**src/include/ocp_defs.svh**
```systemverilog
/*
 * timing and encoding constants for the overcurrent protection controller.
 * assumes a 25 MHz device clock.
 */
`ifndef OCP_DEFS_SVH
`define OCP_DEFS_SVH

`define OCP_CLK_HZ          25000000
`define OCP_DELAY_MS        10
`define OCP_DELAY_CYCLES    ((`OCP_DELAY_MS * `OCP_CLK_HZ) / 1000)
`define OCP_CNT_W           24
`define OCP_THR_W           2
`define OCP_THR_RESET       2'h0
`define OCP_CNT_ZERO        24'h000000
`define OCP_CNT_ONE         24'h000001

`endif

```
**src/include/ocp_pkg.sv**
```systemverilog
/*
 * types shared by the overcurrent protection controller.
 * assumes ocp_defs.svh is included first.
 */
package ocp_pkg;

	typedef enum logic [2:0] {
		ST_NORMAL,
		ST_DETECT,
		ST_PROBE,
		ST_RELEASE
	} ocp_state_e;

	typedef struct packed {
		logic discharge_switch_ctrl_bit;
		logic charge_switch_ctrl_bit;
	} switch_ctrl_s;

	typedef struct packed {
		logic discharge_switch_drive;
		logic charge_switch_drive;
		logic load_probe_current;
	} switch_out_s;

endpackage

```
**src/hdl/ocp_fsm.sv**
```systemverilog
/*
 * overcurrent protection state machine: detect delay, switch cut, load
 * probe, release delay and switch restore.
 * assumes comparator outputs from the analog front end pass a two-flop synchronizer here, and control bits
 * written by the microcontroller arrive as plain levels on this clock.
 */
`timescale 1ns/1ps
`include "ocp_defs.svh"

module ocp_fsm
	import ocp_pkg::*;
#(
	parameter logic [`OCP_CNT_W-1:0] DELAY_CYCLES =
		`OCP_CNT_W'(`OCP_DELAY_CYCLES)
) (
	input  wire logic                  i_clk,
	input  wire logic                  i_rst_n,
	input  wire logic                  i_sense_above_thr,
	input  wire logic                  i_load_above_release,
	input  wire switch_ctrl_s          i_ctrl,
	input  wire logic                  i_config_write_cmd,
	input  wire logic [`OCP_THR_W-1:0] i_threshold_sel,
	output logic [`OCP_THR_W-1:0]      o_overcurrent_threshold,
	output switch_out_s                o_sw,
	output logic                       o_regulated_output_en,
	output logic                       o_protect_active
);

	ocp_state_e              state;
	logic [1:0]              sense_sync;
	logic [1:0]              load_sync;
	logic                    sense_hi;
	logic                    load_hi;
	logic [`OCP_CNT_W-1:0]   count;
	logic                    count_done;
	logic                    dis_changed;
	logic                    dis_at_entry;
	logic                    in_prot;
	logic                    dis_drive;
	logic                    chg_drive;
	logic                    probe_on;

	assign sense_hi   = sense_sync[1];
	assign load_hi    = load_sync[1];
	assign count_done = (count >= DELAY_CYCLES - `OCP_CNT_ONE);
	assign in_prot    = (state == ST_PROBE) || (state == ST_RELEASE);

	always_ff @(posedge i_clk or negedge i_rst_n) begin
		if (!i_rst_n) begin
			sense_sync <= 2'h0;
			load_sync  <= 2'h0;
		end else begin
			sense_sync <= {sense_sync[0], i_sense_above_thr};
			load_sync  <= {load_sync[0], i_load_above_release};
		end
	end

	always_ff @(posedge i_clk or negedge i_rst_n) begin
		if (!i_rst_n)
			o_overcurrent_threshold <= `OCP_THR_RESET;
		else if (i_config_write_cmd)
			o_overcurrent_threshold <= i_threshold_sel;
	end

	always_ff @(posedge i_clk or negedge i_rst_n) begin
		if (!i_rst_n) begin
			state <= ST_NORMAL;
		end else begin
			case (state)
			ST_NORMAL: begin
				if (sense_hi)
					state <= ST_DETECT;
			end
			ST_DETECT: begin
				if (!sense_hi)
					state <= ST_NORMAL;
				else if (count_done)
					state <= ST_PROBE;
			end
			ST_PROBE: begin
				if (load_hi)
					state <= ST_RELEASE;
			end
			ST_RELEASE: begin
				if (count_done && !sense_hi)
					state <= ST_NORMAL;
			end
			default: state <= ST_NORMAL;
			endcase
		end
	end

	always_ff @(posedge i_clk or negedge i_rst_n) begin
		if (!i_rst_n)
			count <= `OCP_CNT_ZERO;
		else if ((state == ST_DETECT && sense_hi && !count_done) ||
			 (state == ST_RELEASE && !count_done))
			count <= count + `OCP_CNT_ONE;
		else if (state == ST_RELEASE)
			count <= count;
		else
			count <= `OCP_CNT_ZERO;
	end

	// watch discharge control bit during protection
	always_ff @(posedge i_clk or negedge i_rst_n) begin
		if (!i_rst_n) begin
			dis_at_entry <= 1'b1;
			dis_changed  <= 1'b0;
		end else if (state == ST_DETECT && sense_hi && count_done) begin
			dis_at_entry <= i_ctrl.discharge_switch_ctrl_bit;
			dis_changed  <= 1'b0;
		end else if (in_prot &&
			     i_ctrl.discharge_switch_ctrl_bit != dis_at_entry) begin
			dis_changed <= 1'b1;
		end
	end

	// discharge switch drive, high is off
	always_ff @(posedge i_clk or negedge i_rst_n) begin
		if (!i_rst_n) begin
			dis_drive <= 1'b0;
		end else if (state == ST_DETECT && sense_hi && count_done) begin
			dis_drive <= 1'b1;
		end else if (state == ST_RELEASE && count_done && !sense_hi) begin
			dis_drive <=
				dis_changed ? !i_ctrl.discharge_switch_ctrl_bit : 1'b0;
		end else if (!in_prot) begin
			dis_drive <= !i_ctrl.discharge_switch_ctrl_bit;
		end
	end

	always_ff @(posedge i_clk or negedge i_rst_n) begin
		if (!i_rst_n)
			chg_drive <= 1'b0;
		else if (!in_prot)
			chg_drive <= !i_ctrl.charge_switch_ctrl_bit;
	end

	always_ff @(posedge i_clk or negedge i_rst_n) begin
		if (!i_rst_n)
			probe_on <= 1'b0;
		else
			probe_on <=
				(state == ST_DETECT && sense_hi && count_done) ||
				(state == ST_PROBE && !load_hi);
	end

	// switch outputs gathered from their own flops
	assign o_sw = '{
		discharge_switch_drive: dis_drive,
		charge_switch_drive:    chg_drive,
		load_probe_current:     probe_on
	};

	assign o_regulated_output_en = 1'b1;
	assign o_protect_active      = in_prot;
endmodule

```
**config.mk**
```make
export PLATFORM = sky130hd
export DESIGN_NAME = ocp_fsm
export DESIGN_NICKNAME = d
export VERILOG_FILES = /design/src/include/ocp_pkg.sv /design/src/hdl/ocp_fsm.sv
export VERILOG_INCLUDE_DIRS = /design/src /design/src/include
export SDC_FILE = /design/constraint.sdc
export NUM_CORES = 1
export LEC_CHECK = 0
export BUFFER_PORTS_ARGS = -buffer_cell sky130_fd_sc_hd__buf_2
export CORE_UTILIZATION = 53
export DETAILED_ROUTE_END_ITERATION = 6
export GPL_TIMING_DRIVEN = 1
export PLACE_DENSITY_LB_ADDON = 0.3
export REMOVE_ABC_BUFFERS = 1
export SLEW_MARGIN = 10
export SYNTH_ARGS = -nofsm -noshare
export SYNTH_HDL_FRONTEND = slang
export SYNTH_SLANG_ARGS = --single-unit
```
**constraint.sdc**
```tcl
create_clock -name i_clk -period 2.17 [get_ports i_clk]
set_clock_uncertainty 0.2 [all_clocks]
set_input_delay 0.217 -clock i_clk [delete_from_list [all_inputs] [get_ports i_clk]]
set_output_delay 0.217 -clock i_clk [all_outputs]
set_load 0.02 [all_outputs]
```
Yosys cells after proc, flatten, opt, wreduce, memory -nomap -nowiden --
Cells that the tools add are included. Widths: inputs -> output; s select.
Cells by class: add/sub/neg operators 1, $lt $le $gt $ge 1, equal/unequal tests 10, muxes and demuxes 14, reduce and logical (&&, ||, !) cells 20
Operators with widths (count):
- $mux 24 | 2
- $add 24x1->24 const B | 1
- $ge 24x18->1 const B | 1
- $mux 3 | 5
- $pmux 3 s4 | 1
- $logic_and 1x1->1 | 9
- $eq 3x2->1 const B | 2
- $mux 1 | 6
- $logic_not 1->1 | 5
- $ne 2x1->1 const B | 2
- $ne 2x2->1 const B | 2
- $reduce_and 4->1 | 1
- $eq 3x1->1 const B | 1
- $logic_not 3->1 | 1
- $logic_or 1x1->1 | 3
- $ne 3x1->1 const B | 1
- $ne 3x3->1 const B | 1
- $reduce_bool 2->1 | 1
- $ne 1x1->1 | 1
Word-level totals: bits in registers 38, input port bits 9, output and inout bits 7, word-level logic and storage cells 56

Depth between registers and ports, before layout --
depth in word-level cells 5, mapped depth 7, depth with buffers taken out 6

Worst setup path before layout --
OpenSTA, ideal clock, no wires.
path type flip-flop to flip-flop, start point reg count[0], end point reg dis_at_entry, arrival 1825 ps, required time 1885 ps, setup slack 60 ps, cell stages (with the launch flop) 7, period minus slack after synthesis 2110 ps, cell sequence dfrtp_1 -> ha_1 -> nand4_1 -> a31oi_2 -> a211oi_1 -> or3_1 -> mux2_1
On the way: word-level cells in the longest chain between the ends 2
Ends and longest elaborated chain:
- start, declared | line ocp_fsm.sv:34 | logic [`OCP_CNT_W-1:0] count;
- start signal, assigned | line ocp_fsm.sv:95 | count <= `OCP_CNT_ZERO;
- start signal, assigned | line ocp_fsm.sv:98 | count <= count + `OCP_CNT_ONE;
- start signal, assigned | line ocp_fsm.sv:100 | count <= count;
- $ge 24x18->1 (no line)
- $logic_and 1x1->1 | line ocp_fsm.sv:110 | end else if (state == ST_DETECT && sense_hi && count_done) begin
- end signal, assigned | line ocp_fsm.sv:111 | dis_at_entry <= i_ctrl.discharge_switch_ctrl_bit;
- end, declared | line ocp_fsm.sv:37 | logic dis_at_entry;
No other way between the ends. A chain may end at the register's enable or synchronous reset.

Worst setup path after layout --
start point reg count[8], end point reg count[2]
On the way: word-level cells in the longest chain between the ends 5, elaborated cells between the ends (all ways) 7
Ends and longest elaborated chain:
- $ge 24x18->1 (no line) *
- $logic_not 1->1 * | line ocp_fsm.sv:96, ocp_fsm.sv:97
- $logic_and 1x1->1, on equally long branches | line ocp_fsm.sv:96, ocp_fsm.sv:97
- $logic_or 1x1->1 * | line ocp_fsm.sv:96 | else if ((state == ST_DETECT && sense_hi && !count_done) ||
- $ne 2x1->1 (no line) / $mux 24 (equally long branches)
Every way passes the cells marked *; elsewhere a longest branch is shown, timed or not.

==> impl_metrics.env <==
export IMPL_crit_arrival_ns=2.32
export IMPL_avgSynthCellArea_um2=9.60
export IMPL_async_flop_share_pct=100
export IMPL_irDropWorstVdd_v=0.000497
export IMPL_relSlewSlack_pct=43.9
export IMPL_antenna_cells=0
export IMPL_final_net_count=263
export IMPL_share_comb_of_total_power_pct=7.0
export IMPL_power_density_nw_per_um2=512
export IMPL_grt_busiest_layer="met2"
export IMPL_reg2reg_slack_ns=-0.07
export IMPL_insertion_delay_ns=0.35
export IMPL_synthCells=194
export IMPL_core_area_um2=3360
export IMPL_stdcell_count=300
export IMPL_max_freq_ghz=0.447
export IMPL_synthTopCellsByArea="dfrtp_1, a21oi_1, nand2_1"
export IMPL_syn2layout_area_growth_pct=39.1
export IMPL_dp_cells=273
export IMPL_antenna_found_initial=0
export IMPL_via_per_inst=6.41
export IMPL_p_total_uw=1320
export IMPL_drive_gt1_share_pct=38.2
export IMPL_drc=0
export IMPL_p_leak_uw=0.00108
export IMPL_status="finished, violations left"
export IMPL_ios=16
export IMPL_rows=21
export IMPL_violations="setup timing"
export IMPL_path_clk_slew_ns=0.11
export IMPL_ys_types=48
export IMPL_final_cell_mix="dfrtp_1, buf_4, nand2_1"
export IMPL_htree_num_levels=2
export IMPL_hold_viol=0
export IMPL_syn_area_um2=1860
export IMPL_die_area_um2=3750
export IMPL_switchingPower_uw=307
export IMPL_yosysTopAreaCell="dfrtp_1"
export IMPL_worst_setup_path_type="reg2reg"
export IMPL_p_int_uw=1020
export IMPL_grt_pass1_vias=1696
export IMPL_crit_path_max_fanout=8
export IMPL_grt_usage_pct=27.0
export IMPL_num_vias=1922
export IMPL_grtUsageMet3_pct=5.67
export IMPL_start_kind="flop"
export IMPL_final_antenna_net_count=0
export IMPL_dp_hpwl_um=3000
export IMPL_overflow=0
export IMPL_pwr_share_clk_pct=39.3
export IMPL_synth_edf_count=0
export IMPL_required_ns=2.25
export IMPL_io_buffers=14
export IMPL_dr_pass1_iters=6
export IMPL_final_common_cell="dfrtp_1"
export IMPL_worstMarginPinSlew_ns=0.841
export IMPL_grt_first_pass_wirelength_um=7290
export IMPL_post_route_util_pct=77.0
export IMPL_finalWirelength_um=5450
export IMPL_setup_ws_ns=-0.0695
export IMPL_cap_violations=0
export IMPL_drt_iter0_drc=121
export IMPL_ys_flop_type="dfrtp_1"
export IMPL_gp_congestion=0.809
export IMPL_cts_root_buffer="clkbuf_4"
export IMPL_gr_usage_met1_pct=32.6
export IMPL_drt_wirelength_per_cell_um=18.2
export IMPL_die_x_um=61.3
export IMPL_clkSinkCount=37
export IMPL_end_kind="flop"
export IMPL_hold_path_class="reg2reg"
export IMPL_fin_tns_setup_ns=-0.486
export IMPL_yosysSeqAreaShare_pct=49.8
export IMPL_finalMaxSlewViolations=0
export IMPL_clockBufferDepth=2
export IMPL_cts_tree="built"
export IMPL_synth_top_area_share_pct=48.4
export IMPL_met2_usage_pct=46.9
export IMPL_dp_slack_ns=-0.159
export IMPL_period_minus_slack_ns=2.24
export IMPL_rsz0062_at_grt="yes"
export IMPL_cts_buffers=5
export IMPL_start_util_pct=55.4
export IMPL_ys_warn_count=0
export IMPL_ys_seq_elements=37
export IMPL_p_seq_share_pct=53.7
export IMPL_setup_viol=12
export IMPL_period_share_pct=103
export IMPL_die_y_um=61.3
export IMPL_grt_max_degree=38
export IMPL_fill_cells=232
export IMPL_switching_share_pct=23.2
state kept, by name, summed over array words and instances, names as in the netlist:
register / count
chg_drive: 1
count: 24
dis_at_entry: 1
dis_changed: 1
dis_drive: 1
load_sync: 2
o_overcurrent_threshold: 2
probe_on: 1
sense_sync: 2
state: 2
power by group through the flow:
stage	clock, µW	combinational, µW	sequential [µW]
after global placement	0	66.9	722
after global routing	549	102	713
after detailed placement	0	69.2	723
after floorplan	0	21.6	731
final	520	93.2	711
after CTS	522	84.3	710
cell type report:
type / instances / area [µm²] / share of cell area, %
multi-input cells: 142 / 1030 / 39.7
clock buffers: 6 / 51.3 / 1.98
repair buffers: 61 / 464 / 17.9
flip-flops and latches: 37 / 928 / 35.8
well taps: 46 / 57.6 / 2.22
clock inverters: 2 / 37.5 / 1.45
inverters: 6 / 22.5 / 0.870
worst paths after layout:
path / endpoint / cells after the start / from
setup / recovery: count[2]$_DFFE_PN0P_ / 6 / count[8]$_DFFE_PN0P_
hold / removal: load_sync[1]$_DFF_PN0_ / 0 / load_sync[0]$_DFF_PN0_
setup reg to reg: count[2]$_DFFE_PN0P_ / 6 / count[8]$_DFFE_PN0P_
hold reg to reg: load_sync[1]$_DFF_PN0_ / 0 / load_sync[0]$_DFF_PN0_
max in group asynchronous: count[10]$_DFFE_PN0P_ / 2 / i_rst_n
min in group asynchronous: count[8]$_DFFE_PN0P_ / 2 / i_rst_n
metrics by stage:
step | hold slack, ns | cell area [µm²]
after detailed placement | 0.127 | 2150
final | 0.164 | 2590
after global placement | 0.129 | 2150
after floorplan | -0.279 | 1810
after global routing | 0.173 | 2590
after CTS | 0.170 | 2400
cell families after synthesis:
logic type,count (synthesis),share of synthesized area [%]
AND/OR/NAND/NOR,78,23.1
adder cells (fa/ha/maj),1,0.672
flip-flops,37,49.8
AO/OA/AOI/OAI,56,19.3
buffers and inverters,16,4.17
multiplexers,3,1.81
XOR/XNOR,2,0.941
other,1,0.201
layer usage:
layer	vias to the layer above	part of all wire, %
met5	-	0
met4	0	3.5
met3	24	5.4
met2	105	52
met1	959	39
li1	834	-
Yosys cell counts (2+ instances only):
| cell type | count |
|---|---|
| mux2_2 | 2 |
| nor3_1 | 2 |
| buf_4 | 4 |
| and2_1 | 2 |
| inv_1 | 6 |
| o21ai_1 | 2 |
| or2_2 | 2 |
| nand2_1 | 16 |
| clkbuf_1 | 4 |
| nand4_1 | 6 |
| nand2b_1 | 2 |
| o21ai_0 | 11 |
| a21oi_1 | 16 |
| or4_1 | 5 |
| nor4_2 | 2 |
| or3_1 | 9 |
| nor2_1 | 15 |
| a21boi_0 | 2 |
| nand3_1 | 8 |
| dfrtp_1 | 36 |
| a31oi_1 | 5 |
| buf_2 | 2 |
| and3_1 | 3 |
| o31ai_1 | 6 |
| a41oi_1 | 3 |
timing repair:
action                                  in CTS  in global routing
pin swaps                                    6                 24
endpoints found under the setup margin      24                 25
resized for setup                            9                 31
cloned                                       0                  1
buffers inserted                             2                  7
hold buffers                                 9                  0
endpoints found under the hold margin       43                  0
worst max-delay path: stages (launching register included):
cell and delay (ns):
dfrtp_1 0.43, nor4_4 0.36, a31oi_4 0.24, o21a_4 0.31
buf_6 0.14, or3_4 0.33, a21oi_2 0.16
Power figures use the tool's default switching activity.
